<file path="src/rtl/scsd_pkg.sv">
package scsd_pkg;

  // ****************************************
  // address map
  // ****************************************
  localparam logic [31:0] DEFAULT_BASE    = 32'h2800_0000;
  localparam int          ADDR_W          = 32;
  // window size as log2 of bytes: 128KB = 2^17 .. 16MB = 2^24
  localparam logic [4:0]  SIZE_LOG2_MIN   = 5'h11;
  localparam logic [4:0]  SIZE_LOG2_MAX   = 5'h18;
  localparam logic [4:0]  SIZE_LOG2_RESET = 5'h18;
  localparam int          DATA_W          = 16;

  // ****************************************
  // wait states
  // ****************************************
  localparam int          WAIT_W          = 4;
  localparam logic [3:0]  WAIT_MAX        = 4'hf;

  // ****************************************
  // carriers
  // ****************************************
  typedef struct packed {
    logic        valid;
    logic [31:0] addr;
  } scsd_access_t;

  typedef struct packed {
    logic [4:0]  size_log2;
    logic [3:0]  wait_states;
  } scsd_cfg_t;

endpackage

</file>
<file path="src/rtl/scsd_decoder.sv">
// What this block does
// RULE1 - first window and module rom start at the default base address
// RULE2 - two separate active-low selects, one per module window
// RULE3 - module insertion resets the shared window size to sixteen megabytes
// RULE4 - second window starts right after the last first-window address
// RULE5 - each window is set up for a 16-bit data path
// RULE6 - module puts a 16-bit rom at the first window's lowest address
// RULE7 - window size is any power of two, 128KB to 16MB
// RULE8 - both windows always share one common size
// RULE9 - module removal raises an interrupt to the host
// RULE10 - module enters its own removal state; host cannot reach it
// RULE11 - module rom holds a valid identifying header
// RULE12 - after insertion use maximum wait states until header validated
// RULE13 - both windows use one identical wait-state count
// RULE14 - select only inside its window; never both selects at once
module scsd_decoder #(
  parameter logic [31:0] BASE_ADDR = scsd_pkg::DEFAULT_BASE
) (
  // clock and reset
  input  wire logic                   core_clk,
  input  wire logic                   rst,
  // module presence pin, asynchronous
  input  wire logic                   module_present,
  // host access
  input  wire scsd_pkg::scsd_access_t host_access,
  // configuration from host software
  input  wire logic                   window_size_setting_we,
  input  wire logic [4:0]             window_size_setting,
  input  wire logic                   wait_setting_we,
  input  wire logic [3:0]             wait_setting,
  input  wire logic                   header_valid,
  // selects to the module
  output logic                        first_window_select_n,
  output logic                        second_window_select_n,
  // status to host
  output logic [31:0]                 window_base_query,
  output scsd_pkg::scsd_cfg_t         active_cfg,
  output logic                        bus_width_16,
  output logic                        removal_irq,
  output logic                        inserted
);

  // ****************************************
  // elaboration checks
  // ****************************************
  // decode masks the address with the window size, so the base must sit on
  // the largest window boundary or the first window never matches at that size
  if (BASE_ADDR[23:0] != 24'h00_0000)
  begin : g_base_align
    $error("base must be aligned to the largest window");
  end
  // both windows at the largest size must fit below the top of memory
  if (BASE_ADDR > 32'hfe00_0000)
  begin : g_base_room
    $error("base leaves no room for two largest windows");
  end
  // reset size must be legal and shifts must stay inside 32 bits
  if ((scsd_pkg::SIZE_LOG2_RESET < scsd_pkg::SIZE_LOG2_MIN) ||
      (scsd_pkg::SIZE_LOG2_RESET > scsd_pkg::SIZE_LOG2_MAX) ||
      (scsd_pkg::SIZE_LOG2_MAX > 5'h1e))
  begin : g_size_range
    $error("window size constants out of range");
  end

  // ****************************************
  // presence synchroniser
  // ****************************************
  logic [2:0] pres_sync_r;
  logic       present_r;
  wire        pres_agree = (pres_sync_r[1] == pres_sync_r[2]);
  wire        pres_next  = pres_agree ? pres_sync_r[1] : present_r;
  wire        insert_evt = pres_next & ~present_r;
  wire        remove_evt = ~pres_next & present_r;

  always_ff @(posedge core_clk)
  begin
    if (rst)
    begin
      pres_sync_r <= 3'h0;
      present_r   <= 1'b0;
    end
    else
    begin
      pres_sync_r <= {pres_sync_r[1:0], module_present};
      present_r   <= pres_next;
    end
  end

  // ****************************************
  // shared configuration
  // ****************************************
  // one size and one wait count serve both windows, so no per-window state
  logic [4:0] size_log2_r;
  logic [4:0] size_log2_nxt;
  logic [3:0] wait_r;
  logic [3:0] wait_nxt;
  logic       hdr_ok_r;
  logic       hdr_ok_nxt;

  wire size_legal = (window_size_setting >= scsd_pkg::SIZE_LOG2_MIN) &&
                    (window_size_setting <= scsd_pkg::SIZE_LOG2_MAX);

  // a validation pulse counts only while a module is actually seated
  wire hdr_seen   = header_valid && present_r;
  wire size_wr_ok = window_size_setting_we && size_legal;
  wire wait_wr_ok = wait_setting_we && (hdr_ok_r || hdr_seen);

  always_comb
  begin
    size_log2_nxt = size_log2_r;
    wait_nxt      = wait_r;
    hdr_ok_nxt    = hdr_ok_r;
    if (insert_evt)
    begin
      size_log2_nxt = scsd_pkg::SIZE_LOG2_RESET; // RULE3
      wait_nxt      = scsd_pkg::WAIT_MAX;        // RULE12
      hdr_ok_nxt    = 1'b0;
    end
    else
    begin
      if (size_wr_ok)
        size_log2_nxt = window_size_setting;     // RULE7 RULE8
      if (hdr_seen)
        hdr_ok_nxt = 1'b1;
      // wait count only leaves maximum once header is validated
      if (wait_wr_ok)
        wait_nxt = wait_setting;                 // RULE12 RULE13
    end
  end

  always_ff @(posedge core_clk)
  begin
    if (rst)
      size_log2_r <= scsd_pkg::SIZE_LOG2_RESET;
    else
      size_log2_r <= size_log2_nxt;
  end

  always_ff @(posedge core_clk)
  begin
    if (rst)
      wait_r <= scsd_pkg::WAIT_MAX;
    else
      wait_r <= wait_nxt;
  end

  always_ff @(posedge core_clk)
  begin
    if (rst)
      hdr_ok_r <= 1'b0;
    else
      hdr_ok_r <= hdr_ok_nxt;
  end

  // ****************************************
  // window decode
  // ****************************************
  function automatic logic [31:0] win_bytes(input logic [4:0] lg);
    win_bytes = 32'h0000_0001 << lg;
  endfunction

  function automatic logic [31:0] size_mask(input logic [4:0] lg);
    size_mask = ~(win_bytes(lg) - 32'h0000_0001);
  endfunction

  // one compare serves both windows so the two decodes cannot drift apart
  function automatic logic in_window(
    input logic [31:0] addr,
    input logic [31:0] base,
    input logic [31:0] msk
  );
    in_window = ((addr & msk) == base);
  endfunction

  wire [31:0] win_size    = win_bytes(size_log2_r);
  wire [31:0] mask        = size_mask(size_log2_r);
  wire [31:0] second_base = BASE_ADDR + win_size;                  // RULE4
  wire        req_live    = host_access.valid && present_r;
  wire        in_first    = in_window(host_access.addr, BASE_ADDR, mask);
  wire        in_second   = in_window(host_access.addr, second_base, mask);
  wire        hit_first   = req_live && in_first;                  // RULE1
  wire        hit_second  = req_live && !hit_first && in_second;   // RULE14

  // ****************************************
  // output registers
  // ****************************************
  always_ff @(posedge core_clk)
  begin
    if (rst)
    begin
      first_window_select_n  <= 1'b1;
      second_window_select_n <= 1'b1;
    end
    else
    begin
      first_window_select_n  <= ~hit_first;      // RULE2 RULE14
      second_window_select_n <= ~hit_second;     // RULE2 RULE14
    end
  end

  // status mirrors the shared config a cycle late; selects never wait on it
  always_ff @(posedge core_clk)
  begin
    if (rst)
    begin
      window_base_query <= BASE_ADDR;
      active_cfg        <= '{size_log2: scsd_pkg::SIZE_LOG2_RESET,
                             wait_states: scsd_pkg::WAIT_MAX};
      bus_width_16      <= 1'b1;
    end
    else
    begin
      window_base_query <= BASE_ADDR;                            // RULE1
      active_cfg        <= '{size_log2: size_log2_r, wait_states: wait_r};
      bus_width_16      <= 1'b1;                                 // RULE5
    end
  end

  // removal pulse and debounced presence
  always_ff @(posedge core_clk)
  begin
    if (rst)
    begin
      removal_irq <= 1'b0;
      inserted    <= 1'b0;
    end
    else
    begin
      removal_irq <= remove_evt;                                 // RULE9
      inserted    <= present_r;
    end
  end

endmodule // scsd_decoder

</file>
<file path="config.mk">
export PLATFORM = sky130hd
export DESIGN_NAME = scsd_decoder
export DESIGN_NICKNAME = d
export VERILOG_FILES = /design/src/rtl/scsd_pkg.sv /design/src/rtl/scsd_decoder.sv
export SDC_FILE = /design/constraint.sdc
export NUM_CORES = 1
export LEC_CHECK = 0
export BUFFER_PORTS_ARGS = -buffer_cell sky130_fd_sc_hd__buf_4
export CORE_MARGIN = 3
export CORE_UTILIZATION = 30
export DETAILED_ROUTE_END_ITERATION = 8
export PLACE_DENSITY_LB_ADDON = 0.25
export SLEW_MARGIN = 20
export SYNTH_ARGS = -nofsm -noshare
export SYNTH_HDL_FRONTEND = slang
export SYNTH_SLANG_ARGS = --single-unit
</file>
<file path="constraint.sdc">
create_clock -name core_clk -period 4.4 [get_ports core_clk]
set_input_delay 0.88 -clock core_clk [delete_from_list [all_inputs] [get_ports core_clk]]
set_output_delay 0.88 -clock core_clk [all_outputs]
set_load 0.005 [all_outputs]
</file>
==> results of run 1 <==
-- metrics by stage --
stage / hold slack [ns] / instance area [um^2] / setup slack (ns)
after floorplan: 0.414 / 2960 / 1.19
after global placement: 0.416 / 3160 / 0.959
after detailed placement: 0.430 / 3160 / 0.921
after CTS: 0.450 / 3210 / 0.895
after global routing: 0.473 / 3210 / 0.590
final: 0.443 / 3210 / 0.828
-- worst paths after layout --
check | start | to | slack, ns | depth (start not counted)
worst max-delay path | size_log2_r[3]$_SDFFE_PP1P_ | first_window_select_n$_SDFF_PP1_ | 0.83 | 10
worst min-delay path | pres_sync_r[2]$_SDFF_PP0_ | removal_irq$_SDFF_PP0_ | 0.44 | 1
worst min register to register | pres_sync_r[2]$_SDFF_PP0_ | removal_irq$_SDFF_PP0_ | 0.44 | 1
worst max register to register | size_log2_r[3]$_SDFFE_PP1P_ | first_window_select_n$_SDFF_PP1_ | 0.83 | 10
-- worst max-delay path, stage by stage (launching register included) --
cell	delay, ns
dfxtp_1	0.50
or2_0	0.38
nor2_1	0.07
nand3_1	0.09
ha_1	0.75
nand2b_1	0.32
o32a_1	0.25
o221ai_1	0.16
nand4_1	0.10
or4_1	0.44
or3b_1	0.39
-- cell type report --
class | count | area [um^2] | area share [%]
Inverter | 8 | 30.0 | 0.936
Multi-Input combinational cell | 313 | 1940 | 60.4
Tap cell | 126 | 158 | 4.91
Sequential cell | 27 | 541 | 16.8
Timing Repair Buffer | 66 | 495 | 15.4
Clock inverter | 1 | 5.00 | 0.156
Clock buffer | 3 | 41.3 | 1.29
-- kinds of logic after synthesis --
kind of cell	share of synthesized area (%)
and+or+nand+nor	29.9
AOI/OAI and AO/OA	27.5
buffers and inverters	16.9
DFF	19.0
muxes	3.21
xor gates and xnor gates	1.85
adders and majority gates	1.32
other	0.264
-- power groups by stage --
stage | clock (W) | combinational (W) | sequential [W]
3_3_place_gp | 0 | 0.000161 | 0.000258
5_1_grt | 0.000155 | 0.000178 | 0.000253
6_report | 0.000136 | 0.000163 | 0.000252
4_1_cts | 0.000144 | 0.000160 | 0.000252
2_1_floorplan | 0 | 0.000113 | 0.000255
3_5_place_dp | 0 | 0.000159 | 0.000258
-- routing by layer --
layer	GRT usage (%)	part of all wire [%]	up-vias
met5	0	0	-
met4	7.67	3.7	0
met3	4.43	11	31
met2	29.1	45	177
met1	24.9	41	1372
li1	-	-	1417
-- placed cells by master, fill, tap and decap left out, drive strengths merged, types with 3 or more instances in the layout --
cell type	count
inv	7
nor2	22
a21oi	25
or2	11
conb	33
nand4	6
nor3b	4
o221ai	4
and2	3
nand2b	10
buf	66
o31ai	5
nor3	5
a31oi	8
a2bb2oi	4
mux2i	8
o211ai	7
a211oi	6
nand2	30
dfxtp	27
xnor2	5
o21ai	24
nand3	14
o2111ai	3
ha	3
and3	5
or3	4
nor2b	13
clkbuf	3
nor4	4
-- registers in the layout (all words and copies together), names as in the netlist --
signal                  cells
hdr_ok_r                    1
active_cfg                  9
inserted                    1
removal_irq                 1
second_window_select_n      1
pres_sync_r                 3
wait_r                      4
size_log2_r                 5
present_r                   1
first_window_select_n       1
==> flow_summary.yaml, run 1 <==
final_layout:
  syn_to_final_growth_pct: 12.9
  post-route-util_pct: 35.7
  nNetsFinal: 470
  drive_gt1_share_pct: 21.5
  n_antenna_cell: 0
  fillers: 974
  stdcell_count: 544
setup_path:
  critPathKind: "register to register"
  cp-end-kind: "register"
  start_kind: "register"
  cp.arrival_ns: 3.73
  cp_max_fo: 26
  crit_required_ns: 4.55
synthesis:
  synth_warnings: 0
  post_synth.cell_area_avg_um2: 7.42
  synthTopCellsByCount: "buf_4, nand2_1, dfxtp_1, a21oi_1, o21ai_0"
  synth.area.top_cells: "dfxtp_1, buf_4, a21oi_1"
  synthFlopType: "dfxtp_1"
  netlist_area_mm2: 0.00284
  async_reset_ff_share_pct: 0
  synth_edf_count: 0
  yosysTopAreaCellShare_pct: 19.0
  yosys.cell_count.top_type: "buf_4"
  yosys.area.top_type: "dfxtp_1"
  synthCells: 383
  yosys_register_bits: 27
  ys_types: 78
  ys_seq_area_share_pct: 19.0
pwr:
  ir_drop_mv: 0.132
  power_frac_seq_pct: 45.7
  total_power_w: 0.000551
  powerDensity_mw_per_mm2: 172
  switching_share_pct: 31.2
  p_comb_share_pct: 29.7
  clockPowerShare_pct: 24.6
  p_switching_w: 0.000172
  internal_power_w: 0.000379
  leakage_nw: 1.30
clock_network:
  cts_tree: "built"
  cts_root_buf: "clkbuf_8"
  cts.sinks: 27
  clk_pin_slew_ns: 0.09
  ctsResizeCount: 0
  clk_latency_ns: 0.27
  ctsHoldBuffers: 0
  postCtsSetupBuffers: 0
  h-tree-depth: 1
  cts_buffers: 3
  ctsLongestPathBuffers: 2
place:
  dp.cells: 540
  io_buffers: 60
  place.gp.congestion: 0.970
  hpwl_mm: 7.66
routing:
  vias: 2997
  wire_per_inst_um: 18.7
  routed_wl_mm: 10.2
  avgViaCountPerCell: 5.51
  ant_nets: 0
  drc: 0
  first_iter_violations: 233
  dr.pass1.iters: 5
sta:
  max_slew_margin_pct: 40.7
  rsz0062_at_grt: "false"
  fin_setup_tns_ns: 0
  fmax_mhz: 280
  worst_pin_slew_ns: 0.890
  hold_viol: 0
  skew_ns: 0.00510
  period_needed_ns: 3.57
  finalCritPeriodShare_pct: 81.2
  slew_violations: 0
  setup_violations: 0
die:
  fp.dieH_um: 103
  dieWidth_um: 103
  fp.dieArea_mm2: 0.0107
  initial_core_util_pct: 31.7
  rows: 34
  io_pins: 94
  coreArea_mm2: 0.00898
global_routing:
  gr-usage-all-layers_pct: 18.7
  grt_start_max_net_pins: 57
  grt_pass1_vias: 2805
  antenna_found_initial: 0
  grt_pass1_wl_mm: 15.4
  grt_overflow: 0
hold_path:
  hold_path_class: "register to register"
status:
  status: "finished, final reports clean"
flow_run:
  max_cap_violations: 0
Note: power is estimated with default switching activity, not from simulation.
==> run 2, diff against run 1 <==
ABC_AREA = 1   (was default)
clock period = 3.4 ns   (was 4.4 ns; I/O delays follow)
==> run 2 against run 1 <==
  * Sequential share of layout area decreased by 0.87 points
  * Sequential power increased by 31%
  * Worst hold slack got worse by 0.036 ns
  * Power increased by 37%
  * Synthesized cell count increased by 40%
  * Clock power increased by 30%
  * Combinational power increased by 52%
  * Clock skew decreased by 0.0035 ns
  * Register-to-register slack got worse by 0.14 ns
  * Maximum frequency increased by 32%
==> flow_summary.yaml, run 2 <==
status:
  status: "finished, final reports clean"
synthesis:
  yosys.area.top_type: "nand2_1"
  synth_edf_count: 0
  synthTopCellsByCount: "nand2_1, nor2_1, nand3_1, inv_1, buf_4"
  ys_seq_area_share_pct: 18.7
  yosys.cell_count.top_type: "nand2_1"
  synthCells: 535
  netlist_area_mm2: 0.00288
  async_reset_ff_share_pct: 0
  synth.area.top_cells: "nand2_1, dfxtp_1, nand3_1"
  synthFlopType: "dfxtp_1"
  post_synth.cell_area_avg_um2: 5.39
  synth_warnings: 0
  yosysTopAreaCellShare_pct: 19.8
  yosys_register_bits: 27
  ys_types: 29
die:
  io_pins: 94
  fp.dieArea_mm2: 0.0108
  initial_core_util_pct: 31.1
  fp.dieH_um: 104
  coreArea_mm2: 0.00928
  rows: 35
  dieWidth_um: 104
global_routing:
  grt_start_max_net_pins: 23
  grt_overflow: 0
  antenna_found_initial: 0
  gr-usage-all-layers_pct: 16.7
  grt_pass1_wl_mm: 14.9
  grt_pass1_vias: 2996
pwr:
  leakage_nw: 1.97
  switching_share_pct: 34.1
  p_comb_share_pct: 32.7
  power_frac_seq_pct: 43.8
  clockPowerShare_pct: 23.5
  internal_power_w: 0.000498
  powerDensity_mw_per_mm2: 223
  ir_drop_mv: 0.159
  p_switching_w: 0.000258
  total_power_w: 0.000755
final_layout:
  final_cell_mix: "nand2_1, nor2_1, nand3_1"
  largestRegisters: "active_cfg (9), size_log2_r (5), wait_r (4)"
  fillers: 1087
  largest-register: "active_cfg"
  largest_reg_flops: 9
  stdcell_count: 720
  layout_commonest_cell: "nand2_1"
  multi_input_area_mm2: 0.00191
  nNetsFinal: 643
  drive_gt1_share_pct: 13.7
  n_antenna_cell: 0
  syn_to_final_growth_pct: 17.3
  seq_area_um2: 541
setup_path:
  crit_required_ns: 3.57
  worstPathCellList: "nor2_1, nand2_1, ha_1, a21boi_0, nand4_1, nor2_1, nand2_1, nor2_1, nand2_1, nor2_1, nand3_1, nor2_1, nand3_1, or2_1"
  crit_slowest_cell: "nor2_1"
  critPathKind: "register to register"
  crit_buf_inv: 0
  cp_max_fo: 8
  cp.arrival_ns: 2.88
  critPathMaxStageDelay_ns: 0.45
  start_kind: "register"
  cp_top_family: "simple AND/OR/NAND/NOR gates"
  rrSetupSlack_ns: 0.69
  cp-end-kind: "register"
  cpMostUsedCell: "nor2_1"
sta:
  finalCritPeriodShare_pct: 79.8
  hold_viol: 0
  period_needed_ns: 2.71
  rsz0062_at_grt: "false"
  slew_violations: 0
  skew_ns: 0.00162
  fin_setup_tns_ns: 0
  setup_violations: 0
  fmax_mhz: 368
  max_slew_margin_pct: 64.8
  worst_pin_slew_ns: 0.526
clock_network:
  cts_tree: "built"
  cts.sinks: 27
  ctsLongestPathBuffers: 2
  cts_buffers: 3
  clk_latency_ns: 0.27
  cts_root_buf: "clkbuf_8"
  clk_pin_slew_ns: 0.09
  ctsResizeCount: 0
  ctsHoldBuffers: 0
  postCtsSetupBuffers: 0
  h-tree-depth: 1
routing:
  ant_nets: 0
  wire_per_inst_um: 13.2
  vias: 3400
  routed_wl_mm: 9.52
  drc: 0
  avgViaCountPerCell: 4.72
  dr.pass1.iters: 5
  first_iter_violations: 298
place:
  hpwl_mm: 8.04
  io_buffers: 60
  dp.cells: 716
  place.gp.congestion: 0.963
hold_path:
  hold_path_class: "register to register"
flow_run:
  max_cap_violations: 0
run 2: cell types whose count changed after synthesis, sizes merged, moves of 8 or more:
| cell | change |
|---|---|
| a21oi | -18 |
| buf | -17 |
| inv | +58 |
| mux2i | -8 |
| nand2 | +122 |
| nand2b | -10 |
| nand3 | +69 |
| nand4 | +9 |
| nor2 | +76 |
| nor2b | -13 |
run 2: routing by layer:
layer | track usage, % | up-vias | routed length [um] | share of wire, %
li1 | - | 1745 | - | -
met1 | 23.2 | 1503 | 4340 | 46
met3 | 2.79 | 17 | 629 | 6.6
met2 | 26.6 | 135 | 4330 | 46
met4 | 4.84 | 0 | 214 | 2.2
met5 | 0 | - | 0 | 0
run 2: final timing paths:
check,start,endpoint,cells past startpoint
worst max-delay path,size_log2_r[4]$_SDFFE_PP1P_,first_window_select_n$_SDFF_PP1_,14
worst min-delay path,pres_sync_r[0]$_SDFF_PP0_,pres_sync_r[1]$_SDFF_PP0_,2
worst max register to register,size_log2_r[4]$_SDFFE_PP1P_,first_window_select_n$_SDFF_PP1_,14
worst min register to register,pres_sync_r[0]$_SDFF_PP0_,pres_sync_r[1]$_SDFF_PP0_,2
run 2: layout make-up:
type                       count  area share [%]
inverter                      65            7.21
tap                          129            4.77
timing repair buffer          64            14.2
clock buffer                   3            1.22
multi-input combinational    431            56.5
sequential                    27            16.0
clock inverter                 1           0.148
run 2: power by group through the flow:
stage               Clock (W)  Combinational, W  Sequential [W]
floorplan                   0          0.000178        0.000333
global placement            0          0.000243        0.000338
detailed placement          0          0.000243        0.000338
CTS                  0.000183          0.000244        0.000331
global route         0.000200          0.000277        0.000332
finish               0.000177          0.000247        0.000331
run 2: worst min-delay path, stage by stage, from the launching register on:
cell and delay, ns:
dfxtp_1 0.31, inv_1 0.04, nor2_1 0.03
run 2: cells by family after synthesis:
family / share of synthesized area, %
AO/OA/AOI/OAI: 6.68
other: 0.260
AND/OR/NAND/NOR: 53.3
flip-flops: 18.7
buffers and inverters: 19.1
adder cells (fa/ha/maj): 1.30
XOR/XNOR: 0.607
run 2: per-stage QoR:
| stage | utilization (%) | setup WS (ns) | instance area (um^2) | hold WS [ns] |
|---|---|---|---|---|
| global placement | 35.9 | 0.714 | 3340 | 0.396 |
| CTS | 36.4 | 0.712 | 3380 | 0.410 |
| floorplan | - | 0.900 | 3000 | 0.388 |
| detailed placement | 35.9 | 0.730 | 3340 | 0.397 |
| finish | 36.4 | 0.685 | 3380 | 0.407 |
| global route | 36.4 | 0.383 | 3380 | 0.426 |
==> run 3, diff against run 2 <==
clock period = 2.2 ns   (was 3.4 ns; I/O delays follow)
==> run 3 against run 2 <==
  * The flow now finishes with violations (setup timing)
  * Combinational power up 100%
  * Sequential share of layout area down 3.1 points
  * Final area rose by 27%
  * Critical path depth increased by 3
  * Sequential power rose by 53%
  * Wire length is 9.8% higher
  * First-iteration DRC count shrank 21%
  * Register-to-register slack worse by 0.72 ns
  * Via count rose by 10%
==> flow_summary.yaml, run 3 (same netlist as run 2, synthesis figures left out) <==
setup_path:
  crit_slowest_cell: "dfxtp_2"
  start_kind: "register"
  critPathMaxStageDelay_ns: 0.35
  crit_required_ns: 2.37
  cp_max_fo: 4
  cp.arrival_ns: 2.41
  cpMostUsedCell: "nor2_1"
  worstPathCellList: "buf_6, nor2_4, nand2_4, inv_4, nand2_4, ha_4, a21boi_2, nand4_1, nor2_1, nand2_1, nor2_1, nand2_1, nor2_2, nand3_1, nor2_1, nand3_1, or2_1"
  critPathKind: "register to register"
  cp-end-kind: "register"
final_layout:
  drive_gt1_share_pct: 33.6
  largest-register: "active_cfg"
  n_antenna_cell: 0
  syn_to_final_growth_pct: 48.9
  final_cell_mix: "buf_4, nand2_1, nor2_1, nand3_1, inv_1"
  largest_reg_flops: 9
  layout_commonest_cell: "buf_4"
  stdcell_count: 805
  largestRegisters: "active_cfg (9), size_log2_r (5), wait_r (4)"
  fillers: 1023
  nNetsFinal: 728
status:
  violations: "setup timing"
  status: "complete, but fails checks"
sta:
  rsz0062_at_grt: "true"
  setup_ws_ns: -0.0389
  fmax_mhz: 447
  fin_setup_tns_ns: -0.0590
  skew_ns: 0.00442
  period_needed_ns: 2.24
  timing.hold.ws_ns: 0.372
  finalCritPeriodShare_pct: 102
  slew_violations: 0
  setup_violations: 2
  hold_viol: 0
place:
  place.gp.congestion: 0.929
  dp.cells: 791
  io_buffers: 60
  hpwl_mm: 8.77
die:
  coreArea_mm2: 0.00928
  fp.dieH_um: 104
  rows: 35
  fp.dieArea_mm2: 0.0108
  io_pins: 94
  dieWidth_um: 104
  initial_core_util_pct: 31.1
routing:
  routed_wl_mm: 10.5
  dr.pass1.iters: 4
  first_iter_violations: 234
  wire_per_inst_um: 13.0
  drc: 0
  vias: 3746
  ant_nets: 0
  avgViaCountPerCell: 4.65
clock_network:
  ctsHoldBuffers: 0
  ctsLongestPathBuffers: 2
  h-tree-depth: 1
  cts.sinks: 27
  cts_root_buf: "clkbuf_8"
  cts_tree: "built"
  cts_buffers: 3
  clk_pin_slew_ns: 0.09
  clk_latency_ns: 0.27
global_routing:
  grt_overflow: 0
  gr-usage-all-layers_pct: 18.3
  grt_pass1_wl_mm: 16.4
  grt_start_max_net_pins: 17
  grt_pass1_vias: 3438
  antenna_found_initial: 0
hold_path:
  hold_path_class: "input pin to register"
pwr:
  powerDensity_mw_per_mm2: 301
  total_power_w: 0.00129
  leakage_nw: 2.41
  ir_drop_mv: 0.239
flow_run:
  max_cap_violations: 0
## run 3: cell types whose count changed in the layout (fill, tap and decap cells not counted), moves of 5 or more
cell	delta
nor2_1	-21
buf_4	+82
dfxtp_1	-5
nand2_2	+12
nand3_1	-12
nand3_2	+12
nand2_1	-15
nor2_2	+12
nor2_4	+9
## run 3: worst paths after layout
check / start / to / slack, ns / cells after the start
setup / recovery: size_log2_r[0]$_SDFFE_PP0P_ / first_window_select_n$_SDFF_PP1_ / -0.04 / 17
hold / removal: module_present / pres_sync_r[0]$_SDFF_PP0_ / 0.37 / 3
setup reg to reg: size_log2_r[0]$_SDFFE_PP0P_ / first_window_select_n$_SDFF_PP1_ / -0.04 / 17
hold reg to reg: pres_sync_r[0]$_SDFF_PP0_ / pres_sync_r[1]$_SDFF_PP0_ / 0.41 / 2
## run 3: routing by layer
| metal | vias to the layer above | global-route usage (%) | wire length, um |
|---|---|---|---|
| met4 | 0 | 6.17 | 250 |
| met5 | - | 0 | 0 |
| met1 | 1686 | 24.4 | 4690 |
| met2 | 122 | 30.5 | 4950 |
| li1 | 1920 | - | - |
| met3 | 18 | 2.42 | 570 |
## run 3: area by class of cell
cell class,instances,area (um^2),share of cell area [%]
Clock buffer,3,41.3,0.962
Clock inverter,1,7.51,0.175
Inverter,65,246,5.74
Multi-Input combinational cell,431,2150,50.1
Sequential cell,27,554,12.9
Tap cell,129,161,3.76
Timing Repair Buffer,149,1130,26.4
## run 3: power by group
part	switching, W	internal [W]
clock	0.000158	0.000129
sequential	0.0000104	0.000496
combinational	0.000276	0.000222
## run 3: timing repair
item	CTS	global route
buffers inserted	3	7
hold endpoints to repair	0	0
resized for setup	23	46
cloned	0	0
endpoints found under the setup margin	2	2
pin swaps	11	10
## run 3: worst max-delay path, delay by kind of cell (launching register included)
kind	cells	cell delay (ns)
fa+ha+maj	1	0.22
compound gates	1	0.12
buf+inv	2	0.17
flops	1	0.35
simple gates	13	1.27
## run 3: per-stage QoR
stage | utilization (%) | area, um^2 | setup slack [ns]
2_1_floorplan | - | 3060 | -0.0130
3_3_place_gp | 42.5 | 3940 | -0.200
3_5_place_dp | 42.5 | 3940 | -0.202
4_1_cts | 43.9 | 4080 | -0.0223
5_1_grt | 46.3 | 4290 | -0.224
6_report | 46.3 | 4290 | -0.0389
